File: config.mk
export PLATFORM = sky130hd
export DESIGN_NAME = charger_gauge_register_bank
export DESIGN_NICKNAME = d
export VERILOG_FILES = /design/src/hw/gauge_pkg.sv /design/src/hw/regbus_if.sv /design/src/hw/charger_gauge_register_bank.sv /design/src/hw/i2c_target.sv /design/src/hw/timeout_guard.sv
export VERILOG_INCLUDE_DIRS = /design/src /design/src/hw
export SDC_FILE = /design/constraint.sdc
export NUM_CORES = 1
export LEC_CHECK = 0
export BUFFER_PORTS_ARGS = -buffer_cell sky130_fd_sc_hd__buf_2
export CAP_MARGIN = 20
export CORE_MARGIN = 2
export CORE_UTILIZATION = 55
export DETAILED_ROUTE_END_ITERATION = 7
export GPL_TIMING_DRIVEN = 1
export HOLD_SLACK_MARGIN = 0.03
export PLACE_DENSITY = 0.75
export SLEW_MARGIN = 5
export SYNTH_ARGS = -nofsm -noshare
export SYNTH_HDL_FRONTEND = slang
export SYNTH_HIERARCHICAL = 1
export SYNTH_SLANG_ARGS = --single-unit
File: constraint.sdc
create_clock -name clk_sys_i -period 2.6 [get_ports clk_sys_i]
set_input_delay 0.13 -clock clk_sys_i [delete_from_list [all_inputs] [get_ports clk_sys_i]]
set_output_delay 0.13 -clock clk_sys_i [all_outputs]
set_load 0.005 [all_outputs]
File: src/hw/gauge_defines.svh
// Register offsets, field positions, reset values and timing counts
// of the charger gas gauge register bank. Definitions only.
`ifndef GAUGE_DEFINES_SVH
`define GAUGE_DEFINES_SVH

`define OFS_WDOG 8'h02
`define OFS_GCTRL 8'h03
`define OFS_CHG_LO 8'h04
`define OFS_CHG_MID 8'h05
`define OFS_CHG_HI 8'h06
`define OFS_DIS_LO 8'h07
`define OFS_DIS_MID 8'h08
`define OFS_DIS_HI 8'h09
`define OFS_GRES_LO 8'h10
`define OFS_GRES_HI 8'h11
`define OFS_CNT_LO 8'h12
`define OFS_CNT_HI 8'h13
`define OFS_VCTRL 8'h14
`define OFS_VRES_LO 8'h15
`define OFS_VRES_HI 8'h16

`define WDOG_RESET 8'h01
`define GCTRL_RESET 8'h00
`define VCTRL_RESET 8'h00
`define DATA_RESET 8'h00

`define WD_EN 0
`define WD_RESTART 3
`define GC_EN 0
`define GC_CAL 5
`define VC_PWR 0
`define VC_START 2
`define VC_RES 4
`define VC_CAL 5

`define I2C_DEV_ID 7'h70

`define CLK_HZ 100000000
`define WD_TICK_MS 1
`define WD_TICK_CYCLES (`CLK_HZ / 1000 * `WD_TICK_MS)
`define WD_MINUTE_S 60
`define WD_MS_PER_MIN (`WD_MINUTE_S * 1000 / `WD_TICK_MS)
`define WD_SEL0_MIN 1
`define WD_SEL1_MIN 15
`define WD_SEL2_MIN 30
`define WD_SEL3_MIN 60

`endif

File: src/hw/gauge_pkg.sv
// Types of the register bank's serial target; the bank itself uses none.
// Assumes nothing of its surroundings.
package gauge_pkg;
   typedef enum logic [3:0] {
      I2C_IDLE,
      I2C_DEV,
      I2C_REG,
      I2C_WR,
      I2C_DACK,
      I2C_RACK,
      I2C_WACK,
      I2C_RD,
      I2C_MACK,
      I2C_MLOAD
   } i2c_state_e;
endpackage

File: src/hw/regbus_if.sv
// Internal register access path between the serial target and the bank.
// Assumes both ends run on clk_sys_i.
`timescale 1ns/1ps
interface regbus_if;
   logic [7:0] addr;
   logic [7:0] wdata;
   logic [7:0] rdata;
   logic wr;
   logic rd;
   modport ctl (output addr, output wdata, output wr, output rd,
      input rdata);
   modport bank (input addr, input wdata, input wr, input rd,
      output rdata);
endinterface

File: src/hw/charger_gauge_register_bank.sv
// Register bank of a charger gas gauge: watchdog, gauge, voltage monitor.
// Assumes converter strobes and data are on clk_sys_i; SCL, SDA and the
// reset pin are asynchronous and are synchronised before use.
//
// Overview of operation
// - Period field selects 1, 15, 30, 60 minutes.
// - Restart bit restarts watchdog, then clears itself.
// - Elapsed bit reads 1 after watchdog timeout.
// - Gauge disabled holds both accumulators cleared.
// - Clear-charge bit zeroes charge accumulator, self-clears.
// - Clear-discharge bit zeroes discharge accumulator, self-clears.
// - Clear-count bit zeroes conversion counter, self-clears.
// - Read request snapshots accumulators and counter together.
// - Calibrate bits put each converter into calibration.
// - Conversion-done flag sets, cleared by control read.
// - Monitor power bit enables the voltage ADC.
// - Ready bit reports voltage ADC ready state.
// - Start bit launches one conversion, reads zero.
// - Busy bit reads 1 during conversion.
// - Twelve-bit result splits low byte, high nibble.
// - Seven-bit result in low bits, bit7 zero.
// - Seven-bit mode high result reads zero.
// - Reset pin falling reloads all but accumulators and counter.
// - Register address byte; byte, word, block reads.
`timescale 1ns/1ps
`include "gauge_defines.svh"

module charger_gauge_register_bank #(
   parameter logic [6:0] DEV_ID = `I2C_DEV_ID,
   parameter int unsigned WD_TICK_CYCLES = `WD_TICK_CYCLES,
   parameter int unsigned WD_MS_PER_MIN = `WD_MS_PER_MIN
) (
   input wire logic clk_sys_i,
   input wire logic nrst_i,
   input wire logic scl_i,
   input wire logic sda_i,
   output logic sda_o,
   output logic sda_oe_o,
   input wire logic reset_pin_low_active_i,
   input wire logic gauge_eoc_i,
   input wire logic [12:0] gauge_data_i,
   input wire logic monitor_ready_i,
   input wire logic monitor_converting_i,
   input wire logic monitor_done_i,
   input wire logic [11:0] monitor_data_i,
   output logic gauge_enable_o,
   output logic gauge_calibrate_o,
   output logic monitor_power_on_o,
   output logic monitor_convert_start_o,
   output logic monitor_resolution_select_o,
   output logic monitor_calibrate_o,
   output logic timeout_elapsed_o
);
   regbus_if bus ();

   i2c_target #(
      .DEV_ID(DEV_ID)
   ) u_i2c (
      .clk_sys_i(clk_sys_i),
      .nrst_i(nrst_i),
      .scl_i(scl_i),
      .sda_i(sda_i),
      .sda_oe_o(sda_oe_o),
      .bus(bus.ctl)
   );

   // Open-drain pin: only the enable ever changes
   always_ff @(posedge clk_sys_i or negedge nrst_i) begin
      if (!nrst_i) begin
         sda_o <= 1'b0;
      end else begin
         sda_o <= 1'b0;
      end
   end

   function automatic logic hit(input logic [7:0] a, input logic [7:0] ofs);
      hit = (a == ofs);
   endfunction

   // Reset pin: two stages, then a third for the falling edge
   logic rpin_s1_q, rpin_s2_q, rpin_s3_q;
   always_ff @(posedge clk_sys_i or negedge nrst_i) begin
      if (!nrst_i) begin
         {rpin_s1_q, rpin_s2_q, rpin_s3_q} <= 3'h7;
      end else begin
         rpin_s1_q <= reset_pin_low_active_i;
         rpin_s2_q <= rpin_s1_q;
         rpin_s3_q <= rpin_s2_q;
      end
   end
   wire load_def_w = rpin_s3_q & ~rpin_s2_q;

   wire wr_wdog_w = bus.wr & hit(bus.addr, `OFS_WDOG);
   wire wr_gctrl_w = bus.wr & hit(bus.addr, `OFS_GCTRL);
   wire wr_vctrl_w = bus.wr & hit(bus.addr, `OFS_VCTRL);
   wire rd_gctrl_w = bus.rd & hit(bus.addr, `OFS_GCTRL);

   // Watchdog control; bits 3 and 6 of wdog_q are stored but never read back
   logic [7:0] wdog_q;
   logic wd_restart_q;
   always_ff @(posedge clk_sys_i or negedge nrst_i) begin
      if (!nrst_i) begin
         wdog_q <= `WDOG_RESET;
         wd_restart_q <= 1'b0;
      end else if (load_def_w) begin
         wdog_q <= `WDOG_RESET;
         wd_restart_q <= 1'b0;
      end else begin
         if (wr_wdog_w) begin
            wdog_q <= bus.wdata;
         end
         wd_restart_q <= wr_wdog_w & bus.wdata[`WD_RESTART];
      end
   end

   timeout_guard #(
      .TICK_CYCLES(WD_TICK_CYCLES),
      .MS_PER_MIN(WD_MS_PER_MIN)
   ) u_guard (
      .clk_sys_i(clk_sys_i),
      .nrst_i(nrst_i),
      .enable_i(wdog_q[`WD_EN]),
      .period_sel_i(wdog_q[2:1]),
      .restart_i(wd_restart_q | load_def_w),
      .elapsed_o(timeout_elapsed_o)
   );

   wire [7:0] wdog_rd_w = {wdog_q[7], timeout_elapsed_o, wdog_q[5:4],
      wd_restart_q, wdog_q[2:0]};

   // Gauge control; gpend_q holds the self-clearing bits 4..1
   logic gen_q, gcal_q, gbit7_q, gdone_q;
   logic [3:0] gpend_q;
   always_ff @(posedge clk_sys_i or negedge nrst_i) begin
      if (!nrst_i) begin
         gen_q <= 1'b0;
         gcal_q <= 1'b0;
         gbit7_q <= 1'b0;
         gpend_q <= 4'h0;
      end else if (load_def_w) begin
         gen_q <= 1'b0;
         gcal_q <= 1'b0;
         gbit7_q <= 1'b0;
         gpend_q <= 4'h0;
      end else begin
         gpend_q <= wr_gctrl_w ? bus.wdata[4:1] : 4'h0;
         if (wr_gctrl_w) begin
            gen_q <= bus.wdata[`GC_EN];
            gbit7_q <= bus.wdata[7];
         end
         // Calibration ends with the converter's next end of conversion
         if (wr_gctrl_w && bus.wdata[`GC_CAL]) begin
            gcal_q <= 1'b1;
         end else if (gauge_eoc_i) begin
            gcal_q <= 1'b0;
         end
      end
   end

   // Set wins over the read that clears it
   always_ff @(posedge clk_sys_i or negedge nrst_i) begin
      if (!nrst_i) begin
         gdone_q <= 1'b0;
      end else if (gauge_eoc_i && gen_q) begin
         gdone_q <= 1'b1;
      end else if (load_def_w || rd_gctrl_w) begin
         gdone_q <= 1'b0;
      end
   end

   assign gauge_enable_o = gen_q;
   assign gauge_calibrate_o = gcal_q;
   wire [7:0] gctrl_rd_w = {gbit7_q, gdone_q, gcal_q, gpend_q, gen_q};

   // Accumulators and counter see only the power-on reset
   logic [23:0] chg_acc_q, dis_acc_q;
   logic [11:0] cnt_q;
   wire neg_w = gauge_data_i[12];
   wire [12:0] mag_w = neg_w ? 13'(-gauge_data_i) : gauge_data_i;
   wire conv_w = gauge_eoc_i & gen_q;
   always_ff @(posedge clk_sys_i or negedge nrst_i) begin
      if (!nrst_i) begin
         chg_acc_q <= 24'h0;
         dis_acc_q <= 24'h0;
         cnt_q <= 12'h0;
      end else begin
         if (!gen_q || gpend_q[0]) begin
            chg_acc_q <= 24'h0;
         end else if (conv_w && !neg_w) begin
            chg_acc_q <= chg_acc_q + 24'(mag_w);
         end
         if (!gen_q || gpend_q[1]) begin
            dis_acc_q <= 24'h0;
         end else if (conv_w && neg_w) begin
            dis_acc_q <= dis_acc_q + 24'(mag_w);
         end
         if (gpend_q[2]) begin
            cnt_q <= 12'h0;
         end else if (conv_w) begin
            cnt_q <= cnt_q + 12'h1;
         end
      end
   end

   // Snapshots and converter results
   logic [23:0] chg_snap_q, dis_snap_q;
   logic [11:0] cnt_snap_q;
   logic [12:0] gres_q;
   always_ff @(posedge clk_sys_i or negedge nrst_i) begin
      if (!nrst_i) begin
         chg_snap_q <= 24'h0;
         dis_snap_q <= 24'h0;
         cnt_snap_q <= 12'h0;
         gres_q <= 13'h0;
      end else if (load_def_w) begin
         chg_snap_q <= 24'h0;
         dis_snap_q <= 24'h0;
         cnt_snap_q <= 12'h0;
         gres_q <= 13'h0;
      end else begin
         if (gpend_q[3]) begin
            chg_snap_q <= chg_acc_q;
            dis_snap_q <= dis_acc_q;
            cnt_snap_q <= cnt_q;
         end
         if (conv_w) begin
            gres_q <= gauge_data_i;
         end
      end
   end

   // Voltage monitor control and result
   logic vpwr_q, vres_q, vcal_q, vstart_q, vbit_unused_q;
   logic [7:0] vlo_q, vhi_q;
   always_ff @(posedge clk_sys_i or negedge nrst_i) begin
      if (!nrst_i) begin
         vpwr_q <= 1'b0;
         vres_q <= 1'b0;
         vcal_q <= 1'b0;
         vstart_q <= 1'b0;
      end else if (load_def_w) begin
         vpwr_q <= 1'b0;
         vres_q <= 1'b0;
         vcal_q <= 1'b0;
         vstart_q <= 1'b0;
      end else begin
         vstart_q <= wr_vctrl_w & bus.wdata[`VC_START];
         if (wr_vctrl_w) begin
            vpwr_q <= bus.wdata[`VC_PWR];
            vres_q <= bus.wdata[`VC_RES];
         end
         if (wr_vctrl_w && bus.wdata[`VC_CAL]) begin
            vcal_q <= 1'b1;
         end else if (monitor_done_i) begin
            vcal_q <= 1'b0;
         end
      end
   end

   // Seven-bit mode takes the converter's low seven bits
   always_ff @(posedge clk_sys_i or negedge nrst_i) begin
      if (!nrst_i) begin
         vlo_q <= `DATA_RESET;
         vhi_q <= `DATA_RESET;
      end else if (load_def_w) begin
         vlo_q <= `DATA_RESET;
         vhi_q <= `DATA_RESET;
      end else if (monitor_done_i) begin
         vlo_q <= vres_q ? monitor_data_i[7:0] :
            {1'b0, monitor_data_i[6:0]};
         vhi_q <= vres_q ? {4'h0, monitor_data_i[11:8]} : 8'h00;
      end
   end

   assign monitor_power_on_o = vpwr_q;
   assign monitor_convert_start_o = vstart_q;
   assign monitor_resolution_select_o = vres_q;
   assign monitor_calibrate_o = vcal_q;
   // Start always reads zero; ready and busy come straight from the ADC
   wire [7:0] vctrl_rd_w = {2'h0, vcal_q, vres_q, monitor_converting_i,
      1'b0, monitor_ready_i, vpwr_q};

   // Read selection; unmapped offsets read zero. A process, not a
   // function in an assign, so it follows the registers as well as addr
   always_comb begin
      case (bus.addr)
         `OFS_WDOG: bus.rdata = wdog_rd_w;
         `OFS_GCTRL: bus.rdata = gctrl_rd_w;
         `OFS_CHG_LO: bus.rdata = chg_snap_q[7:0];
         `OFS_CHG_MID: bus.rdata = chg_snap_q[15:8];
         `OFS_CHG_HI: bus.rdata = chg_snap_q[23:16];
         `OFS_DIS_LO: bus.rdata = dis_snap_q[7:0];
         `OFS_DIS_MID: bus.rdata = dis_snap_q[15:8];
         `OFS_DIS_HI: bus.rdata = dis_snap_q[23:16];
         `OFS_GRES_LO: bus.rdata = gres_q[7:0];
         `OFS_GRES_HI: bus.rdata = {3'h0, gres_q[12:8]};
         `OFS_CNT_LO: bus.rdata = cnt_snap_q[7:0];
         `OFS_CNT_HI: bus.rdata = {4'h0, cnt_snap_q[11:8]};
         `OFS_VCTRL: bus.rdata = vctrl_rd_w;
         `OFS_VRES_LO: bus.rdata = vlo_q;
         `OFS_VRES_HI: bus.rdata = vhi_q;
         default: bus.rdata = 8'h00;
      endcase
   end

   // Checks
   wd_restart_a: assert property (@(posedge clk_sys_i) disable iff (!nrst_i)
      (wr_wdog_w && bus.wdata[`WD_RESTART] && !load_def_w) |=>
      wd_restart_q ##1 (!wd_restart_q && !timeout_elapsed_o))
      else $error("watchdog restart bit did not act and clear");

   gauge_off_a: assert property (@(posedge clk_sys_i) disable iff (!nrst_i)
      !gen_q |=> (chg_acc_q == 24'h0) && (dis_acc_q == 24'h0))
      else $error("accumulators not held clear while gauge is off");

   chg_clear_a: assert property (@(posedge clk_sys_i) disable iff (!nrst_i)
      (wr_gctrl_w && bus.wdata[1] && !load_def_w) |=> gpend_q[0]
      ##1 (chg_acc_q == 24'h0 && !gpend_q[0]))
      else $error("charge accumulator clear failed");

   snap_copy_a: assert property (@(posedge clk_sys_i) disable iff (!nrst_i)
      (gpend_q[3] && !load_def_w) |=> (chg_snap_q == $past(chg_acc_q)) &&
      (dis_snap_q == $past(dis_acc_q)) && (cnt_snap_q == $past(cnt_q)))
      else $error("snapshot does not match accumulators");

   snap_hold_a: assert property (@(posedge clk_sys_i) disable iff (!nrst_i)
      (!gpend_q[3] && !load_def_w) |=> $stable(chg_snap_q))
      else $error("charge snapshot moved without a read request");

   done_flag_a: assert property (@(posedge clk_sys_i) disable iff (!nrst_i)
      conv_w |=> gdone_q)
      else $error("conversion done flag not set");

   count_step_a: assert property (@(posedge clk_sys_i) disable iff (!nrst_i)
      (conv_w && !gpend_q[2]) |=> cnt_q == $past(cnt_q) + 12'h1)
      else $error("conversion counter did not step");

   start_pulse_a: assert property (@(posedge clk_sys_i) disable iff (!nrst_i)
      (wr_vctrl_w && bus.wdata[`VC_START] && !load_def_w) |=>
      monitor_convert_start_o ##1 !monitor_convert_start_o)
      else $error("start is not a single pulse");

   short_res_a: assert property (@(posedge clk_sys_i) disable iff (!nrst_i)
      (monitor_done_i && !vres_q && !load_def_w) |=>
      (vhi_q == 8'h00) && !vlo_q[7])
      else $error("seven-bit result layout wrong");

   power_bit_a: assert property (@(posedge clk_sys_i) disable iff (!nrst_i)
      $fell(rpin_s2_q) |=> !monitor_power_on_o && !gauge_enable_o)
      else $error("reset pin did not reload control bits");
endmodule // charger_gauge_register_bank

File: src/hw/i2c_target.sv
// Serial two-wire target: device address, register address, data.
// Assumes SCL and SDA are asynchronous; both pass two flip-flops here.
`timescale 1ns/1ps
`include "gauge_defines.svh"

module i2c_target #(
   parameter logic [6:0] DEV_ID = `I2C_DEV_ID
) (
   input wire logic clk_sys_i,
   input wire logic nrst_i,
   input wire logic scl_i,
   input wire logic sda_i,
   output logic sda_oe_o,
   regbus_if.ctl bus
);
   gauge_pkg::i2c_state_e st_q;
   logic scl_s1_q, scl_s2_q, scl_s3_q;
   logic sda_s1_q, sda_s2_q, sda_s3_q;
   logic [7:0] sh_q;
   logic [7:0] addr_q;
   logic [3:0] cnt_q;
   logic rw_q, wr_q, rd_q;

   wire rise_w = scl_s2_q & ~scl_s3_q;
   wire fall_w = ~scl_s2_q & scl_s3_q;
   wire start_w = scl_s2_q & scl_s3_q & sda_s3_q & ~sda_s2_q;
   wire stop_w = scl_s2_q & scl_s3_q & ~sda_s3_q & sda_s2_q;
   wire byte_w = fall_w & (cnt_q == 4'h8);
   wire load_w = fall_w & ((st_q == gauge_pkg::I2C_MLOAD) |
      ((st_q == gauge_pkg::I2C_DACK) & rw_q));

   assign bus.addr = addr_q;
   assign bus.wdata = sh_q;
   assign bus.wr = wr_q;
   assign bus.rd = rd_q;

   always_ff @(posedge clk_sys_i or negedge nrst_i) begin
      if (!nrst_i) begin
         {scl_s1_q, scl_s2_q, scl_s3_q} <= 3'h7;
         {sda_s1_q, sda_s2_q, sda_s3_q} <= 3'h7;
      end else begin
         {scl_s1_q, scl_s2_q, scl_s3_q} <= {scl_i, scl_s1_q, scl_s2_q};
         {sda_s1_q, sda_s2_q, sda_s3_q} <= {sda_i, sda_s1_q, sda_s2_q};
      end
   end

   // Data changes only after SCL falls, so the master sees it settled
   always_ff @(posedge clk_sys_i or negedge nrst_i) begin
      if (!nrst_i) begin
         st_q <= gauge_pkg::I2C_IDLE;
         sda_oe_o <= 1'b0;
         sh_q <= 8'h00;
         addr_q <= 8'h00;
         cnt_q <= 4'h0;
         rw_q <= 1'b0;
         wr_q <= 1'b0;
         rd_q <= 1'b0;
      end else begin
         wr_q <= 1'b0;
         rd_q <= load_w;
         if (stop_w) begin
            st_q <= gauge_pkg::I2C_IDLE;
            sda_oe_o <= 1'b0;
         end else if (start_w) begin
            st_q <= gauge_pkg::I2C_DEV;
            cnt_q <= 4'h0;
            sda_oe_o <= 1'b0;
         end else if (load_w) begin
            sh_q <= bus.rdata;
            sda_oe_o <= ~bus.rdata[7];
            cnt_q <= 4'h1;
            st_q <= gauge_pkg::I2C_RD;
         end else begin
            case (st_q)
               gauge_pkg::I2C_DEV, gauge_pkg::I2C_REG,
               gauge_pkg::I2C_WR: begin
                  if (rise_w) begin
                     sh_q <= {sh_q[6:0], sda_s2_q};
                     cnt_q <= cnt_q + 4'h1;
                  end else if (byte_w) begin
                     cnt_q <= 4'h0;
                     if (st_q == gauge_pkg::I2C_REG) begin
                        addr_q <= sh_q;
                        sda_oe_o <= 1'b1;
                        st_q <= gauge_pkg::I2C_RACK;
                     end else if (st_q == gauge_pkg::I2C_WR) begin
                        wr_q <= 1'b1;
                        sda_oe_o <= 1'b1;
                        st_q <= gauge_pkg::I2C_WACK;
                     end else if (sh_q[7:1] == DEV_ID) begin
                        rw_q <= sh_q[0];
                        sda_oe_o <= 1'b1;
                        st_q <= gauge_pkg::I2C_DACK;
                     end else begin
                        st_q <= gauge_pkg::I2C_IDLE;
                     end
                  end
               end
               gauge_pkg::I2C_DACK, gauge_pkg::I2C_RACK: begin
                  if (fall_w) begin
                     sda_oe_o <= 1'b0;
                     cnt_q <= 4'h0;
                     st_q <= (st_q == gauge_pkg::I2C_DACK) ?
                        gauge_pkg::I2C_REG : gauge_pkg::I2C_WR;
                  end
               end
               // One data byte per write; later bytes go unacknowledged
               gauge_pkg::I2C_WACK: begin
                  if (fall_w) begin
                     sda_oe_o <= 1'b0;
                     st_q <= gauge_pkg::I2C_IDLE;
                  end
               end
               gauge_pkg::I2C_RD: begin
                  if (fall_w) begin
                     if (cnt_q == 4'h8) begin
                        sda_oe_o <= 1'b0;
                        st_q <= gauge_pkg::I2C_MACK;
                     end else begin
                        sda_oe_o <= ~sh_q[6];
                        sh_q <= {sh_q[6:0], 1'b0};
                        cnt_q <= cnt_q + 4'h1;
                     end
                  end
               end
               gauge_pkg::I2C_MACK: begin
                  if (rise_w) begin
                     if (!sda_s2_q) begin
                        addr_q <= addr_q + 8'h01;
                        st_q <= gauge_pkg::I2C_MLOAD;
                     end else begin
                        st_q <= gauge_pkg::I2C_IDLE;
                     end
                  end
               end
               default: begin
               end
            endcase
         end
      end
   end
endmodule // i2c_target

File: src/hw/timeout_guard.sv
// Watchdog security timer with a millisecond prescaler.
// Assumes restart_i is a one-cycle pulse on clk_sys_i.
`timescale 1ns/1ps
`include "gauge_defines.svh"

module timeout_guard #(
   parameter int unsigned TICK_CYCLES = `WD_TICK_CYCLES,
   parameter int unsigned MS_PER_MIN = `WD_MS_PER_MIN
) (
   input wire logic clk_sys_i,
   input wire logic nrst_i,
   input wire logic enable_i,
   input wire logic [1:0] period_sel_i,
   input wire logic restart_i,
   output logic elapsed_o
);
   localparam int unsigned PW = $clog2(TICK_CYCLES + 1);
   logic [PW-1:0] pre_q;
   logic [21:0] ms_q;

   function automatic logic [21:0] limit_of(input logic [1:0] sel);
      case (sel)
         2'h0: limit_of = 22'(`WD_SEL0_MIN * MS_PER_MIN);
         2'h1: limit_of = 22'(`WD_SEL1_MIN * MS_PER_MIN);
         2'h2: limit_of = 22'(`WD_SEL2_MIN * MS_PER_MIN);
         default: limit_of = 22'(`WD_SEL3_MIN * MS_PER_MIN);
      endcase
   endfunction

   wire tick_w = (pre_q == PW'(TICK_CYCLES - 1));
   wire [21:0] limit_w = limit_of(period_sel_i);

   always_ff @(posedge clk_sys_i or negedge nrst_i) begin
      if (!nrst_i) begin
         pre_q <= '0;
         ms_q <= 22'h0;
         elapsed_o <= 1'b0;
      end else if (restart_i || !enable_i) begin
         pre_q <= '0;
         ms_q <= 22'h0;
         elapsed_o <= 1'b0;
      end else begin
         pre_q <= tick_w ? '0 : pre_q + PW'(1);
         if (tick_w && !elapsed_o) begin
            ms_q <= ms_q + 22'h1;
            elapsed_o <= (ms_q + 22'h1 >= limit_w);
         end
      end
   end

   wd_period_a: assert property (@(posedge clk_sys_i) disable iff (!nrst_i)
      $rose(elapsed_o) |-> $past(ms_q) + 22'h1 >= $past(limit_w))
      else $error("watchdog elapsed before its period");
endmodule // timeout_guard

### Word-level counts from Yosys, hierarchy flattened

Index checks and enable logic that the tools add are counted.

* register bits: 247
* bits in latches: 0
* bits in writable memories: 0
* ROM bits: 0
* input bits: 34
* output and inout bits: 9
* word-level logic and storage cells: 279
* memories: 0

* add/sub/neg operators: 8
* multiply operators: 0
* divide/modulo/power cells: 0
* order comparisons: 1
* equal/unequal tests: 50
* shift-type cells: 0
* mux-type cells: 105
* bitwise logic cells: 33
* reductions and logical operators: 42

Operators with widths (count)
* $mux W24: 8
* $mux W8: 16
* $pmux W8 S15: 1
* $mux W4: 22
* $pmux W22 S3: 1
* $eq A8 B5 Y1 const B: 7
* $add A24 B13 Y24: 2
* $mux W12: 4
* $mux W22: 2
* $mux W1: 40
* $ne A5 B1 Y1 const B: 8
* $mux W13: 3
* $mux W17: 2
* $eq A8 B3 Y1 const B: 4
* $pmux W8 S2: 2
* $reduce_bool A2 Y1: 12
* $add A22 B1 Y22 const B: 1
* $ge A22 B22 Y1: 1
* $pmux W4 S5: 1
* $and A1 B1 Y1: 18
* $reduce_and A6 Y1: 3
* $reduce_and A9 Y1: 2
* $add A17 B1 Y17 const B: 1
* $eq A17 B17 Y1 const B: 1
* other kinds (37): 77

### Depth between registers and ports, before layout

Gate-level depths: netlist of the first run.

* word-level depth: 10
* gate-level depth with buffers: 14

### Modules after synthesis

Netlist of the first run, hierarchy kept.

By module, submodules not included
* charger_gauge_register_bank: times used 1, cells each 975, area each 9420.3 µm², sequential area each 4184.0 µm²
* timeout_guard: times used 1, cells each 303, area each 2778.9 µm², sequential area each 1001.0 µm²
* i2c_target: times used 1, cells each 248, area each 2179.6 µm², sequential area each 858.3 µm²

### Worst setup path before layout of the first run

No wires, ideal clock.

* path kind: input to register
* start point: input port gauge_data_i[6]
* end point: register dis_acc_q[12]
* setup time: 122 ps
* arrival time: 2910 ps
* data required time: 2478 ps
* slack: -432 ps
* stages on the path: 11
* buffers on the path: 0
* cells stage by stage: or4_1 > or3_1 > o21ai_0 > xnor2_1 > ha_1 > a21o_1 > a31o_2 > a21oi_1 > a21oi_1 > or3_1 > a32o_1

* cells in the longest elaborated chain, start to end: 5

Ends and longest elaborated chain
* start: declaration: line charger_gauge_register_bank.sv:41 `input wire logic [12:0] gauge_data_i,`
* $neg A13 Y13: line charger_gauge_register_bank.sv:179 `wire [12:0] mag_w = neg_w ? 13'(-gauge_data_i) : gauge_data_i;`
* $mux W13 *: line charger_gauge_register_bank.sv:179
* $add A24 B13 Y24 *: line charger_gauge_register_bank.sv:195 `dis_acc_q <= dis_acc_q + 24'(mag_w);`
* $mux W24 *: line charger_gauge_register_bank.sv:194 `end else if (conv_w && neg_w) begin`
* $mux W24 *: line charger_gauge_register_bank.sv:192 `if (!gen_q || gpend_q[1]) begin`
* end signal: assignment: line charger_gauge_register_bank.sv:195
* end: declaration: line charger_gauge_register_bank.sv:176 `logic [23:0] chg_acc_q, dis_acc_q;`

Mark *: on every way between the ends. The rest lies on a longest branch, timed or not. The select of a mux whose other input is x is not followed.
A chain may end at the register's enable or synchronous reset.

### Worst setup path in the final report of the first run

* start point: input port gauge_data_i[4]
* end point: register dis_acc_q[12]

The elaborated chain is that of the path after synthesis.

==> impl_metrics.yaml, run 1 <==
detailed_routing:
  drt_iter0_markers: 1179
  ant_nets: 0
  drt_pass1_iterations: 5
  drc: 0
  num_vias: 12760
  wl_mm: 40.43
  viasPerCell: 6.194
  post_drt_wl_per_cell_um: 19.63
power_and_ir_drop:
  seqPwrFrac_pct: 42.9
  power.switching_mw: 2.659
  cellPowerDensity_nw_per_um2: 548.6
  p_int_mw: 7.022
  pwr-share-clk_pct: 42.7
  comb_power_share_pct: 14.4
  p_leak_nw: 7.800
  ir_worst_vdd_mv: 0.4788
  netSwitchingFraction_pct: 27.46
placed_design:
  gp_congestion: 0.9392
  numPortBuffers: 41
  place_inst: 1973
  dp_hpwl_mm: 28.15
setup_path:
  worstSetupStartpointType: "input port"
  worst-path-max-fanout: 4
  crit_arrival_ns: 3.10
  required_ns: 3.04
  worstSetupPathType: "input port to flip-flop"
  cp-end-kind: "flip-flop"
synthesis:
  ys_ff_latch: 241
  post_synth.cell_area_avg_um2: 9.423
  yosys.area.top_type_share_pct: 40.20
  synth_edf_count: 0
  synth_top_area_cell: "dfrtp_1"
  synth_cell_type_count: 107
  syn_inst: 1526
  syn_nets: 1618
  syn_area_um2: 14380
  synth_ff_type: "dfrtp_1"
  async_flop_share_pct: 100.0
  ys_seq_area_share_pct: 42.03
  synth_warnings: 6
  synth_area_leaders: "dfrtp_1 (40%), mux2i_1 (6.6%), ha_1 (4.9%)"
floorplan:
  dieWidth_um: 165.7
  rows: 59
  fp.coreArea_um2: 25840
  io_pins: 43
  die_area_um2: 27450
  initial_core_util_pct: 55.65
  die_h_um: 165.7
timing:
  slew_violations: 0
  timing.fmax_mhz: 375.0
  rsz0062_at_grt: "true"
  period_needed_ns: 2.666
  finalHoldViolations: 0
  fin_skew_ns: 0.01563
  setup_viol: 2
  worst_slew_pin_slew_ns: 0.7727
  fin_ws_ns: -0.06637
  setup_tns_ns: -0.06773
  relSlewSlack_pct: 48.37
  period_share_pct: 102.6
cts:
  cts.sinks: 241
  cts.path.max_buffers: 3
  clockRootBuffer: "clkbuf_16"
  clk_pin_slew_ns: 0.06
  htreeDepth: 1
  cts_tree: "yes"
  clk_latency_ns: 0.55
  cts_buffers: 27
grt:
  overflow: 0
  track_usage_pct: 28.88
  grt_max_degree: 90
  grt_antenna_before_repair: 0
  grt_pass1_vias: 12581
  grt_pass1_wl_mm: 65.49
status:
  violations: "setup timing"
  status: "finished with violations"
layout:
  synthToLayoutAreaGrowth_pct: 22.72
  drive_gt1_share_pct: 21.16
  nets: 1796
  num_antenna_cells: 0
  instances_no_fill: 2060
run:
  cap_violations: 0
hold_path:
  hold_path.class: "input port to flip-flop"
-- registers in the layout, summed over array words and instances, names as in the netlist, 12 cells and up --
signal and cells:
dis_snap_q 24, cnt_q 12, gres_q 13, chg_acc_q 24, dis_acc_q 24, u_guard/ms_q 22, chg_snap_q 24, u_guard/pre_q 17
cnt_snap_q 12
-- per-layer routing --
layer / GRT usage, % / vias to the layer above / wire length [um]
li1: - / 5897 / -
met1: 39.88 / 6284 / 17190
met2: 46.94 / 467 / 19060
met3: 4.014 / 112 / 2591
met4: 10.17 / 0 / 1596
met5: 0 / - / 0
-- kinds of logic after synthesis --
family                     Yosys count  share of synthesized area (%)
muxes                              100                          7.005
DFF                                241                          42.03
AOI/OAI and AO/OA                  348                          16.26
buffers and inverters              109                          3.481
other                                1                        0.02608
xor gates and xnor gates            73                          4.447
and+or+nand+nor                    596                          21.60
adders and majority gates           58                          5.151
-- critical path: stages --
cell and delay, ns:
buf_6 0.09, or4_4 0.53, or3_4 0.38, o21ai_4 0.19
xnor2_4 0.21, ha_4 0.26, a21o_1 0.21, a31o_4 0.22
a21oi_4 0.18, a21oi_2 0.08, or3_1 0.34, a32o_1 0.26
-- metrics by stage --
stage               hold slack [ns]  setup slack [ns]  cell area (um2)  utilization (%)  total power, mW
floorplan                   -0.1656           -0.3057            14530                -            5.036
global placement             0.1914           -0.5615            15970            61.82            5.469
detailed placement           0.1993           -0.6430            15980            61.86            5.511
CTS                         0.03021          -0.03160            17390            67.30            9.677
global route                0.08537           -0.1386            17650            68.30            10.08
finish                      0.06777          -0.06637            17650            68.30            9.680
-- worst paths after layout --
path	startpoint	endpoint	slack [ns]	cells after the start
worst max-delay path	gauge_data_i[4]	dis_acc_q[12]$_DFFE_PN0P_	-0.07	12
worst min-delay path	gauge_data_i[7]	gres_q[7]$_DFFE_PN0P_	0.07	4
worst max register to register	chg_acc_q[0]$_DFFE_PN0P_	chg_acc_q[10]$_DFFE_PN0P_	0.01	10
worst min register to register	u_i2c/sda_s1_q$_DFF_PN1_	u_i2c/sda_s2_q$_DFF_PN1_	0.36	0
max in group asynchronous	nrst_i	u_i2c/sda_s3_q$_DFF_PN1_	1.60	3
min in group asynchronous	nrst_i	u_guard/ms_q[11]$_DFFE_PN0P_	0.21	2
-- cell type report --
type	instances	area (um2)
multi-input cells	1178	8327
fillers	1999	8192
flip-flops and latches	241	6047
repair buffers	221	1739
clock buffers	34	772.0
well taps	335	419.2
clock inverters	16	210.2
inverters	35	131.4
-- power by group through the flow --
stage | Sequential (mW) | Combinational [mW] | Clock [mW]
after floorplan | 4.06 | 0.972 | 0
after global placement | 4.21 | 1.26 | 0
after detailed placement | 4.21 | 1.30 | 0
after CTS | 4.15 | 1.35 | 4.18
after global routing | 4.17 | 1.55 | 4.36
final | 4.15 | 1.40 | 4.13
-- placed cells by master, fill, tap and decap left out, drive strengths merged, types with 12 or more instances in the layout --
| master | instances |
|---|---|
| dlygate4sd3 | 26 |
| nand2 | 146 |
| o21ai | 92 |
| o31ai | 14 |
| nor3 | 21 |
| mux2i | 95 |
| nor2 | 170 |
| xor2 | 31 |
| a21oi | 91 |
| nor2b | 16 |
| nand4 | 18 |
| and2 | 15 |
| o211ai | 17 |
| nand3 | 60 |
| a22oi | 15 |
| nand2b | 30 |
| nor4 | 17 |
| a22o | 12 |
| ha | 56 |
| xnor2 | 42 |
| dfrtp | 231 |
| buf | 195 |
| clkbuf | 34 |
| inv | 36 |
| and3 | 13 |
| a31oi | 16 |
| or3 | 34 |
-- cells in the mapped netlist (all sizes together) (16+ instances only) --
library cell	n
o211ai	17
nor2b	16
mux2i	95
nand2	146
inv	35
nand3	60
nor4	17
xor2	31
nor2	170
a21oi	91
nor3	21
a31oi	16
ha	56
clkbuf	40
or3	34
xnor2	42
buf	34
nand4	18
nand2b	30
o21ai	91
dfrtp	231
-- repair_timing --
item | CTS | global route
setup buffers | 3 | 6
hold buffers | 26 | 0
gates resized for setup | 16 | 40
gates cloned | 2 | 0
setup endpoints to repair | 17 | 29
pin swaps | 11 | 32
hold endpoints to repair | 109 | 0
Note: power is estimated with default switching activity, not from simulation.
==> run 2: changes to the inputs <==
--- a/config.mk
+++ b/config.mk
@@ -8,12 +8,12 @@
 export LEC_CHECK = 0
 export BUFFER_PORTS_ARGS = -buffer_cell sky130_fd_sc_hd__buf_2
 export CAP_MARGIN = 20
-export CORE_MARGIN = 2
 export CORE_UTILIZATION = 55
 export DETAILED_ROUTE_END_ITERATION = 7
 export GPL_TIMING_DRIVEN = 1
 export HOLD_SLACK_MARGIN = 0.03
 export PLACE_DENSITY = 0.75
+export SKIP_CTS_REPAIR_TIMING = 1
 export SLEW_MARGIN = 5
 export SYNTH_ARGS = -nofsm -noshare
 export SYNTH_HDL_FRONTEND = slang
==> run 2 against run 1 <==
  * The run still ends with setup timing left
  * Utilization rose by 1.3 points
  * Register-to-register slack got worse by 0.03 ns
  * Non-clock buffer count fell by 5
  * Global-route usage rose by 1.0 points
  * Combinational power barely moved
  * First-iteration DRC count rose by 1.5%
  * Highest routed layer unchanged
==> impl_metrics.yaml, run 2 (same netlist as run 1, synthesis figures left out) <==
cts:
  clockRootBuffer: "clkbuf_16"
  clk_latency_ns: 0.56
  clk_pin_slew_ns: 0.06
  cts.path.max_buffers: 3
  htreeDepth: 1
  cts_buffers: 29
  cts_tree: "yes"
  cts.sinks: 241
detailed_routing:
  ant_nets: 0
  drt_iter0_markers: 1197
  drt_pass1_iterations: 6
  num_vias: 12742
  viasPerCell: 6.213
  drc: 0
  wl_mm: 41.04
  post_drt_wl_per_cell_um: 20.01
placed_design:
  numPortBuffers: 41
  dp_hpwl_mm: 28.25
  place_ws_ns: -0.6544
  dpl_cell_area_um2: 15900
  gp_congestion: 0.9226
layout:
  design_area_um2: 17670
  num_antenna_cells: 0
  fillCellCount: 1920
  nets: 1793
  final_common_cell: "dfrtp_1"
  layout_common_cells: "dfrtp_1 (229), nor2_1 (167), nand2_1 (144), buf_4 (138), mux2i_1 (95)"
  drive_gt1_share_pct: 20.98
  synthToLayoutAreaGrowth_pct: 22.88
run:
  cap_violations: 0
status:
  violations: "setup timing"
  status: "finished with violations"
setup_path:
  crit_path_top_delay_cell: "or4_4"
  max_stage_delay_ns: 0.52
  cp-end-kind: "flip-flop"
  critical-path-top-delay-family: "simple AND/OR/NAND/NOR gates"
  worst-path-max-fanout: 5
  crit_arrival_ns: 3.23
  worstSetupPathType: "input port to flip-flop"
  worstSetupStartpointType: "input port"
  required_ns: 3.09
  critical_path_buf_inv_count: 1
  cp_cell_sequence: "buf_2 > or4_4 > or3_4 > o31ai_4 > xnor2_2 > ha_4 > nand2_4 > nor4b_4 > a21boi_4 > o41ai_4 > or4_1 > nand2_1"
power_and_ir_drop:
  p_total_mw: 9.684
  ir_worst_vdd_mv: 0.6472
  cellPowerDensity_nw_per_um2: 548.1
  p_leak_nw: 7.777
timing:
  rsz0062_at_grt: "true"
  timing.fmax_mhz: 364.7
  fin_ws_ns: -0.1421
  fin_skew_ns: 0.01820
  setup_tns_ns: -1.098
  relSlewSlack_pct: 48.39
  worst_slew_pin_slew_ns: 0.7725
  finalHoldViolations: 0
  setup_viol: 22
  period_share_pct: 105.5
  slew_violations: 0
  period_needed_ns: 2.742
grt:
  grt_pass1_wl_mm: 63.43
  grt_max_degree: 80
  grt_pass1_vias: 12085
  track_usage_pct: 29.88
  overflow: 0
  grt_antenna_before_repair: 0
floorplan:
  rows: 58
  initial_core_util_pct: 56.61
  dieWidth_um: 163.7
  die_area_um2: 26790
  fp.coreArea_um2: 25400
  die_h_um: 163.7
  io_pins: 43
hold_path:
  hold_path.class: "input port to flip-flop"
## run 2: cell count changes in the layout (fill, tap and decap cells not counted), sizes merged
cell	change
clkinvlp	+1
inv	+1
bufinv	-1
clkbuf	+4
clkinv	-4
buf	-5
## run 2: worst register-to-register path: stages, from the launching register on
cell	delay (ns)
dfrtp_1	0.42
ha_1	0.25
nand2_1	0.12
nor3_2	0.05
buf_4	0.14
buf_4	0.14
xor2_1	0.15
ha_1	0.33
and4b_1	0.20
a211oi_1	0.29
o31ai_1	0.12
a311oi_1	0.22
nor3_1	0.07
## run 2: routing by layer
metal | share of wire [%] | track usage, %
met2 | 48 | 49.00
met4 | 3.2 | 9.428
met1 | 43 | 40.91
met3 | 6.1 | 4.192
met5 | 0 | 0
## run 2: per-stage QoR
step	util [%]	hold WS (ns)	std cells
after floorplan	-	-0.1656	1526
after global placement	62.61	0.1688	1957
after detailed placement	62.61	0.1676	1957
after CTS	66.45	-0.4020	2008
after global routing	69.56	0.03896	2051
final	69.56	0.0006622	2051
## run 2: worst paths after layout
path,startpoint,to,slack [ns],cells past startpoint
setup / recovery,gauge_data_i[4],chg_acc_q[14]$_DFFE_PN0P_,-0.14,12
setup reg to reg,u_guard/ms_q[0]$_DFFE_PN0P_,u_guard/elapsed_o$_DFFE_PN0P_,-0.02,12
hold reg to reg,u_i2c/sda_s1_q$_DFF_PN1_,u_i2c/sda_s2_q$_DFF_PN1_,0.36,0
max in group asynchronous,nrst_i,u_i2c/scl_s2_q$_DFF_PN1_,1.63,3
min in group asynchronous,nrst_i,u_guard/ms_q[13]$_DFFE_PN0P_,0.15,2
hold / removal,gauge_data_i[0],gres_q[0]$_DFFE_PN0P_,0.0007,4
## run 2: area by class of cell
| type | count | area (um2) | area share (%) |
|---|---|---|---|
| clock inverters | 13 | 165.2 | 0.9348 |
| inverters | 35 | 131.4 | 0.7436 |
| multi-input cells | 1178 | 8389 | 47.48 |
| clock buffers | 38 | 809.5 | 4.582 |
| well taps | 330 | 412.9 | 2.337 |
| repair buffers | 216 | 1712 | 9.688 |
| flip-flops and latches | 241 | 6048 | 34.23 |
## run 2: report_power, final
group | internal, mW | switching [mW]
Clock | 2.49 | 1.65
Sequential | 3.90 | 0.257
Combinational | 0.615 | 0.784
Total | 7.00 | 2.69
